<file path="src/hdl/sdrpin_pkg.sv">
// Purpose: constants for the sdram command pin interface
// Assumes: x16 organization, four banks, thirteen row bits
// Notes:   timing counts are in clock cycles
package sdrpin_pkg;
  localparam int ROW_W       = 13;
  localparam int COL_W       = 9;
  localparam int BANK_W      = 2;
  localparam int DATA_W      = 16;
  localparam int NUM_BANKS   = 4;
  localparam int PRE_BIT     = 10;
  localparam int MASK_LAT    = 2;
  localparam int LOW_LANE_LO = 0;
  localparam int HIGH_LANE_LO = 8;
  localparam int LANE_W      = 8;
  localparam int MEM_AW      = 8;
  localparam int BURST_LEN   = 4;
  localparam logic [3:0] CMD_NOP    = 4'h7;
  localparam logic [3:0] CMD_ACT    = 4'h3;
  localparam logic [3:0] CMD_READ   = 4'h5;
  localparam logic [3:0] CMD_WRITE  = 4'h4;
  localparam logic [3:0] CMD_PRE    = 4'h2;
  localparam logic [3:0] CMD_REF    = 4'h1;
  localparam logic [3:0] CMD_LMR    = 4'h0;
  localparam logic [14:0] MODE_RST  = 15'h0000;
endpackage

</file>
<file path="src/hdl/sdram_pin_core.sv">
// Purpose: device-side command pins, masks and data lanes of an sdram
// Assumes: x16 part, shallow internal array, fixed burst of four
// Notes:   command bits are {sel, row, col, wr}, all active low
//
// Overview of operation
// all inputs sampled on rising clock edge
// burst counter and outputs advance on clock
// gate low picks power-down, refresh or suspend
// gate synchronous except inside power-down modes; the code samples it on the rising edge in every mode
// receivers off during power-down and self refresh
// controller may tie clock gate high
// commands decoded only when select low
// bursts and masks continue while deselected
// select and strobes jointly encode command
// write lane masked high is not stored
// read mask high tristates two clocks later
// lower mask low byte, upper high byte
// bank select picks bank, carries opcode
// active captures thirteen-bit row address
// read or write takes column bits
// address bit ten selects auto precharge
// precharge bit ten high closes all banks
// mode load takes opcode from address, bank
`timescale 1ns/1ps
module sdrpin_core
  import sdrpin_pkg::*;
(
  // clock and reset
  input  wire logic                ref_clk,
  input  wire logic                rst,
  // control
  input  wire logic                clkGate,
  input  wire logic                selectN,
  input  wire logic                rowStrobeN,
  input  wire logic                colStrobeN,
  input  wire logic                writeStrobeN,
  // masks and address
  input  wire logic                lower_byte_mask,
  input  wire logic                upper_byte_mask,
  input  wire logic [BANK_W-1:0]   bank_select,
  input  wire logic [ROW_W-1:0]    addr_in,
  // data lines
  input  wire logic [DATA_W-1:0]   data_lines_in,
  output logic      [DATA_W-1:0]   data_lines_out,
  output logic      [1:0]          data_lines_oe_n,
  // status
  output logic      [NUM_BANKS-1:0] bankOpen,
  output logic      [14:0]          modeWord,
  output logic      [2:0]           lowPowerState
);
  // ==========================================================
  // state
  typedef enum logic [4:0] {
    SDR_RUN   = 5'b00001,
    SDR_IPD   = 5'b00010,
    SDR_APD   = 5'b00100,
    SDR_SREF  = 5'b01000,
    SDR_SUSP  = 5'b10000
  } sdrpin_pwr_t;

  sdrpin_pwr_t                pwr;
  sdrpin_pwr_t                next_pwr;
  logic [3:0]                 cmd;
  logic                       awake;
  logic                       decodeOk;
  logic [ROW_W-1:0]           openRow [NUM_BANKS];
  logic [DATA_W-1:0]          mem [2**MEM_AW];
  logic [COL_W-1:0]           col;
  logic [BANK_W-1:0]          burstBank;
  logic [2:0]                 beatsLeft;
  logic                       burstWrite;
  logic                       autoPre;
  logic [1:0]                 readPipe [MASK_LAT];
  logic [1:0]                 maskNow;
  logic                       readBeat;
  logic                       anyOpen;
  logic                       inBurst;

  function automatic logic [MEM_AW-1:0] memIndex(
    input logic [BANK_W-1:0] b,
    input logic [COL_W-1:0]  c);
    memIndex = {b, c[MEM_AW-BANK_W-1:0]};
  endfunction

  // ==========================================================
  // command decode
  assign cmd      = {selectN, rowStrobeN, colStrobeN, writeStrobeN};
  assign awake    = (pwr == SDR_RUN);
  assign decodeOk = awake && clkGate && !selectN;
  assign maskNow  = {upper_byte_mask, lower_byte_mask};
  assign anyOpen  = |bankOpen;
  assign inBurst  = beatsLeft != 3'h0;

  // ==========================================================
  // low power selection
  always_comb begin
    next_pwr = pwr;
    unique case (pwr)
      SDR_RUN: begin
        if (!clkGate) begin
          if (inBurst)
            next_pwr = SDR_SUSP;
          else if (anyOpen)
            next_pwr = SDR_APD;
          else if (cmd == CMD_REF)
            next_pwr = SDR_SREF;
          else
            next_pwr = SDR_IPD;
        end
      end
      SDR_IPD, SDR_APD, SDR_SREF, SDR_SUSP: begin
        if (clkGate)
          next_pwr = SDR_RUN;
      end
    endcase
  end

  always_ff @(posedge ref_clk) begin
    if (rst)
      pwr <= SDR_RUN;
    else
      pwr <= next_pwr;
  end

  always_comb begin
    unique case (pwr)
      SDR_IPD:  lowPowerState = 3'h1;
      SDR_APD:  lowPowerState = 3'h2;
      SDR_SREF: lowPowerState = 3'h3;
      SDR_SUSP: lowPowerState = 3'h4;
      default:  lowPowerState = 3'h0;
    endcase
  end

  // ==========================================================
  // bank and mode tracking
  always_ff @(posedge ref_clk) begin
    if (rst) begin
      bankOpen <= '0;
      modeWord <= MODE_RST;
      for (int i = 0; i < NUM_BANKS; i++)
        openRow[i] <= '0;
    end else begin
      if (awake && beatsLeft == 3'h1 && autoPre)
        bankOpen[burstBank] <= 1'b0;
      if (decodeOk && cmd == CMD_ACT) begin
        bankOpen[bank_select] <= 1'b1;
        openRow[bank_select]  <= addr_in;
      end
      if (decodeOk && cmd == CMD_PRE) begin
        if (addr_in[PRE_BIT])
          bankOpen <= '0;
        else
          bankOpen[bank_select] <= 1'b0;
      end
      if (decodeOk && cmd == CMD_LMR)
        modeWord <= {bank_select, addr_in};
    end
  end

  // ==========================================================
  // burst engine
  always_ff @(posedge ref_clk) begin
    if (rst) begin
      col        <= '0;
      burstBank  <= '0;
      beatsLeft  <= '0;
      burstWrite <= 1'b0;
      autoPre    <= 1'b0;
    end else if (decodeOk && (cmd == CMD_READ || cmd == CMD_WRITE)) begin
      col        <= addr_in[COL_W-1:0];
      burstBank  <= bank_select;
      autoPre    <= addr_in[PRE_BIT];
      burstWrite <= (cmd == CMD_WRITE);
      beatsLeft  <= 3'(BURST_LEN);
    end else if (awake && inBurst) begin
      col       <= col + 9'h001;
      beatsLeft <= beatsLeft - 3'h1;
    end
  end

  // ==========================================================
  // write lanes
  always_ff @(posedge ref_clk) begin
    if (awake && inBurst && burstWrite) begin
      if (!lower_byte_mask)
        mem[memIndex(burstBank, col)][LOW_LANE_LO +: LANE_W] <=
          data_lines_in[LOW_LANE_LO +: LANE_W];
      if (!upper_byte_mask)
        mem[memIndex(burstBank, col)][HIGH_LANE_LO +: LANE_W] <=
          data_lines_in[HIGH_LANE_LO +: LANE_W];
    end
  end

  // ==========================================================
  // read data and output mask pipeline
  assign readBeat = awake && inBurst && !burstWrite;

  always_ff @(posedge ref_clk) begin
    if (rst) begin
      readPipe[0] <= 2'h3;
      readPipe[1] <= 2'h3;
    end else begin
      readPipe[0] <= maskNow | {2{!readBeat}};
      readPipe[1] <= readPipe[0];
    end
  end

  always_ff @(posedge ref_clk) begin
    if (rst)
      data_lines_out <= '0;
    else if (readBeat)
      data_lines_out <= mem[memIndex(burstBank, col)];
  end

  assign data_lines_oe_n = readPipe[MASK_LAT-1];
endmodule

</file>
<file path="config.mk">
export PLATFORM = sky130hd
export DESIGN_NAME = sdrpin_core
export DESIGN_NICKNAME = d
export VERILOG_FILES = /design/src/hdl/sdrpin_pkg.sv /design/src/hdl/sdram_pin_core.sv
export SDC_FILE = /design/constraint.sdc
export NUM_CORES = 2
export LEC_CHECK = 0
export BUFFER_PORTS_ARGS = -buffer_cell sky130_fd_sc_hd__buf_2
export CORE_MARGIN = 2
export CORE_UTILIZATION = 55
export DETAILED_ROUTE_END_ITERATION = 8
export PLACE_DENSITY = 0.71
export SYNTH_ARGS = -nofsm -noshare
export SYNTH_HDL_FRONTEND = slang
export SYNTH_MEMORY_MAX_BITS = 65536
export SYNTH_SLANG_ARGS = --single-unit
</file>
<file path="constraint.sdc">
create_clock -name ref_clk -period 10.8 [get_ports ref_clk]
set_clock_uncertainty 0.2 [all_clocks]
set_input_delay 0.54 -clock ref_clk [delete_from_list [all_inputs] [get_ports ref_clk]]
set_output_delay 0.54 -clock ref_clk [all_outputs]
set_load 0.005 [all_outputs]
</file>
---- Word level (Yosys, flattened, before mapping) ----
Memories as Yosys holds them, arrays and structs flattened. A register that Yosys moved wholly into a read port is not among the register bits.
Index checks and enable logic that the tools add are counted.
Widths: inputs -> output; s select.
word-level totals
  bits in writable memories ............... 4100
  input port bits ......................... 40
  bits in latches ......................... 0
  register bits after elaboration ......... 40
  word-level logic and storage cells ...... 94
  memories ................................ 2
  output and inout port bits .............. 40
  ROM bits ................................ 0
operators by class
  mux-type cells .......................... 32
  divide/modulo/power cells ............... 0
  reduce and logical (&&, ||, !) cells .... 24
  bitwise logic cells ..................... 8
  multiply operators ...................... 0
  $add $sub $neg .......................... 2
  order comparisons ....................... 4
  equal/unequal tests ..................... 13
  shifts and indexed selects .............. 0
memories
  memory    depth  width  read ports  clocked after Yosys merged registers in  write ports  RTL line              RTL
  mem       256    16     1           1                                        1            sdram_pin_core.sv:67  logic [DATA_W-1:0] mem [2**MEM_AW];
  readPipe  2      2      2           0                                        2            sdram_pin_core.sv:73  logic [1:0] readPipe [MASK_LAT];
operator list
  kind                 number
  $mux 4               8
  $mux 9               2
  $mux 5               3
  $logic_and 1x1->1    13
  $pmux 3 s4           1
  $mux 1               11
  $pmux 5 s2           1
  $add 9x1->9 const B  1
  $and 4x4->4          2
  $eq 4x2->1 const B   2
  $eq 4x3->1 const B   2
  $not 4->4            2
  $reduce_or 4->1      2
  $lt 2x3->1 const B   2
  $mux 3               2
  $eq 5x1->1 const B   1
  $eq 5x2->1 const B   1
  $eq 5x3->1 const B   1
  $eq 5x4->1 const B   1
  $eq 5x5->1 const B   1
  $demux 1 s2          2
  $eq 4x1->1 const B   1
  $ge 2x1->1 const B   2
  $logic_not 4->1      1
  other kinds (13)     18

---- Depth between registers and ports, before layout ----
  word-level depth ........................ 14
  gate-level depth with buffers ........... 15
  depth with buffers taken out ............ 8

---- Worst setup path before layout ----
No wires, ideal clock.
  kind .................................... reg2reg
  start ................................... register col[0]
  end ..................................... memory mem[144][0] (enable)
  buffers on the path ..................... 9
  cell stages (with the launch flop) ...... 14
  setup slack ............................. 7034 ps
  period minus slack after synthesis ...... 3766 ps
  arrival time ............................ 3196 ps
  library setup time ...................... 370 ps
  cell sequence ........................... dfxtp_1 -> buf_6 -> buf_12 -> buf_12 -> inv_2 -> buf_2 -> buf_2 -> buf_2 -> clkbuf_1 -> ha_1 -> clkbuf_1 -> nand3_1 -> clkbuf_1 -> nor2_1
RTL lines
  item                      RTL line               RTL
  start: declaration        sdram_pin_core.sv:68   logic [COL_W-1:0] col;
  start signal: assignment  sdram_pin_core.sv:171  col <= addr_in[COL_W-1:0];
  start signal: assignment  sdram_pin_core.sv:177  col <= col + 9'h001;
  end: declaration          sdram_pin_core.sv:67
Straight into the memory's write port.

==> summary by stage <==
Global route
The first global-routing pass estimated 627000 um of wire. The number of global-route vias before repair is slightly above 80000. Global routing consumed, over all layers together, 29.5% of the routing resources.

The remaining global-route overflow is 0. The initial antenna violation count is 28. Entering global routing, the biggest net connects 164 pins.

Cells and area
The area added between synthesis and finish is 10.4%. The register area is roughly 0.12 mm^2. The share of post-route cells with drive strength above 1 is 18.6%. The share of the core filled with cells in the final layout is between 60 and 70%. In the final layout, the multi-input gates occupy 0.0350 mm^2. The fill cell instance count of the final layout is ~20000. The net count of the finished layout is 8295.

Timing
Dividing the final minimum period by the clock period gives 53.4%. The setup TNS after final layout is 0 ns. Setup repair after global routing left no endpoint under its margin. The count of pins over their slew limit is 0. The final hold violation count is 0. Based on the critical path, the design can be clocked at up to 173 MHz. For the pin with the worst max-slew slack, the measured transition is 1.47 ns. In this run the tightest slew margin relative to its limit is 1.79%. The routed design could run at a clock period as short as 5.77 ns. Setup violations remaining at the end of the flow were counted as 0.

Worst hold path
Counting instances, the worst hold path has a depth of 1. The worst min-delay path class is in2reg. The startpoint identified for the worst hold timing path is data_lines_in[10]. The endpoint of the worst hold-timing path is mem[136][10].

CTS
The source-to-sink clock delay at the later pin of the worst-skew pair is 0.92 ns. TritonCTS built the clock tree. The number of buffers inserted for hold repair after clock tree synthesis is 61. The CTS sink count is 4153. The master cell of the clock root buffer is clkbuf_16.

The clock transition at the registers of the reported paths is 0.06 ns. The post-cts resize count is 0. The clock passes through at most 4 buffers. Buffers added to address setup during post-CTS repair amount to 0. The number of clock buffers inserted by TritonCTS is 404.

The deepest level of the CTS H-tree is 5.

Drt
Once detail routing completed, the nets flagged for antenna violations numbered 0. The number of DRC markers in iteration 0 is roughly 14000. Detailed routing inserted a total of 85400 vias.

The number of vias per cell after detailed routing is 6.83. Dividing the detail-routed wire length by the instance count gives 35.8 um. For this run, design rule violations remaining after detail routing come to 0. The first-pass iteration count of the detailed router is 9. The final wirelength is 447000 um.

Worst setup path
The number of cell instances on the worst register-to-register path is 8. The slowest stage of the critical path belongs to the cell o41ai_1. The minimum setup slack among reg-to-reg paths is 5.03 ns. Data on the critical path arrives at its endpoint at 6.27 ns. The cell type with the highest occurrence count on the critical path is buf_4. Grouping stages by cell kind, the critical path spends the most delay in compound AO/OA/AOI/OAI gates.

STA classifies the critical path endpoint as a flop. The data required time of the critical path is 11.30 ns. Traced cell by cell, the critical path runs through buf_4, and2_4, buf_4, a221oi_1, o21ai_0, a31oi_1, o41ai_1, o211ai_1.

STA classifies the critical path startpoint as a flop. The maximum fanout along the worst path is between 40 and 50. The worst setup path is of the reg2reg kind. The combined buffer and inverter count along the critical path is 2. The worst register-to-register path begins at col[0]. For this run, the slowest stage of the critical path takes 1.07 ns. The endpoint of the worst register-to-register path is data_lines_out[1].

Placement
The global placer's final weighted congestion is between 0.9 and 1. Summed over all nets, the half-perimeter wirelength after detailed placement is 269000 um. The count of buffers from port buffering is 79.

Logic synthesis
The net count after synthesis is 8079. Yosys printed 0 warnings. Averaged over all synthesized cells, the footprint is 20.3 um^2. Yosys mapped the design onto between 90 and 100 distinct sky130hd cell types. The fraction of registers with async set or reset after synthesis is 0%. The number of synthesized register bits is 4153. The gate count after technology mapping is 8032. The number of synthesized flops with an enable pin is slightly above 4000.

After synthesis, flip-flops and latches occupy 76.1% of the total area. The cell area after technology mapping is 0.163 mm^2. The prevailing post-synth register cell is edfxtp_1.

Power
After layout, the design draws a total of 0.0360 W. The largest voltage drop on the vdd net is 155 uV. The static power due to leakage is 53.9 nW. The power per unit of standard cell area is roughly 200 mW/mm^2.

Floorplan
From left edge to right edge, the die measures about 550 um. For this design the top-level I/O count stands at 80. The core region is 0.294 mm^2. The die outline area is between 0.3 and 0.4 mm^2. The starting density of the core is 55.4%. The height of the die is 548 um. The floorplan has 199 rows.

Flow run
The max-cap violation count is 1.

Run status
The run finished, with violations left. The final reports fail on capacitance limit.
[registers in the layout, indices dropped and copies added (netlist names)]
register / count
beatsLeft: 3
col: 6
modeWord: 15
bankOpen: 4
mem: 4096
burstWrite: 1
burstBank: 2
readPipe: 4
data_lines_out: 16
pwr: 5
autoPre: 1
[routing by layer]
| layer | track usage [%] | up-vias | wire (um) |
|---|---|---|---|
| met5 | 0 | - | 147 |
| met4 | 12.4 | 16 | 21300 |
| met3 | 7.63 | 1023 | 56600 |
| met2 | 45.2 | 6188 | 208000 |
| met1 | 40.6 | 44400 | 162000 |
| li1 | - | 33800 | - |
[worst reg2reg max path, delay by kind of cell (launching register included)]
family	cells	cell delay, ns
compound gates	5	2.15
buf+inv	2	1.36
flops	1	0.91
simple gates	1	0.93
[kinds of logic (layout without fill, tap and decap cells)]
family	count (synthesis)	in the layout	synth area share, %
AOI/OAI and AO/OA	792	792	3.40
xor gates and xnor gates	10	10	0.0537
adders and majority gates	7	7	0.0537
buffers and inverters	525	1070	2.50
DFF	4153	4153	76.1
muxes	1348	1348	14.5
other	0	17	0
and+or+nand+nor	1197	1197	3.34
[stage by stage]
step	cells	setup slack, ns	cell area [um^2]	hold WS, ns
floorplan	8032	7.03	163000	0.189
global placement	11700	5.41	166000	0.240
detailed placement	11700	5.37	166000	0.244
CTS	12500	5.29	180000	0.00739
global route	12500	4.94	180000	0.0339
finish	12500	5.03	180000	0.00819
[area by class of cell]
| class | count | share of cell area [%] |
|---|---|---|
| sequential | 4153 | 69.0 |
| multi-input combinational | 3354 | 19.4 |
| clock buffer | 499 | 6.04 |
| tap | 3919 | 2.73 |
| timing repair buffer | 324 | 1.53 |
| clock inverter | 236 | 1.21 |
| inverter | 11 | 0.0250 |
| antenna | 17 | 0.0236 |
[worst max-delay path by stage]
stage / slack, ns / cells after the start / end / startpoint
6_report: 5.03 / 8 / data_lines_out[1] / col[0]
5_1_grt: 4.94 / 8 / data_lines_out[1] / col[0]
4_1_cts: 5.29 / 8 / data_lines_out[1] / col[0]
3_5_place_dp: 5.37 / 8 / data_lines_out[1] / col[0]
3_3_place_gp: 5.41 / 8 / data_lines_out[5] / col[0]
2_1_floorplan: 7.03 / 13 / mem[144][0] / col[0]
[cell usage after synthesis, types with 16 or more instances]
cell      instances  area share (%)
buf_4            58            0.27
nand3_1          98            0.30
o21ai_0          67            0.21
dfxtp_1          57            0.70
a31oi_1          31            0.12
a21oi_1          83            0.25
a22oi_1         171            0.79
clkbuf_8         26            0.22
mux4_2          647             8.9
buf_2            97            0.30
o22ai_1         208            0.80
or4_1            22            0.10
nand2_1         155            0.36
buf_8            27            0.25
mux4_1          126             2.0
a22o_1           20            0.11
nor2b_1          17           0.065
nand3_2          18            0.11
a211oi_1         32            0.15
mux2i_1         549             3.4
edfxtp_1       4096              75
nor4_1           42            0.16
nor2_1          687             1.6
and3_1           16           0.061
nor3_1           37            0.11
nand4_1          24           0.092
mux2_2           26            0.18
a221oi_1         40            0.21
o221ai_1         23            0.12
buf_6            93            0.64
buf_1            17           0.039
o22a_1           16           0.086
clkbuf_1        158            0.36
buf_12           29            0.36
[layout by cell type, fill, tap and decap left out, types with 31 or more instances in the layout]
cell / n
clkinv_2: 75
a221oi_1: 40
dfxtp_1: 49
a22oi_1: 171
o22ai_1: 208
clkinv_1: 93
mux2i_1: 549
buf_4: 166
edfxtp_1: 4096
mux4_1: 126
clkbuf_1: 70
a21oi_1: 83
dlygate4sd3_1: 61
bufinv_16: 37
buf_2: 63
a31oi_1: 31
nor4_1: 42
o21ai_0: 67
clkbuf_16: 417
mux4_2: 647
nor2_1: 679
a211oi_1: 32
nand3_1: 95
nand2_1: 155
nor3_1: 37
[power by group]
part           total [W]  internal, W  switching (W)
sequential        0.0179       0.0177       0.000124
combinational    0.00416      0.00154        0.00262
clock             0.0140      0.00801        0.00597
total             0.0360       0.0273        0.00871
(Power assumes the default switching activity.)
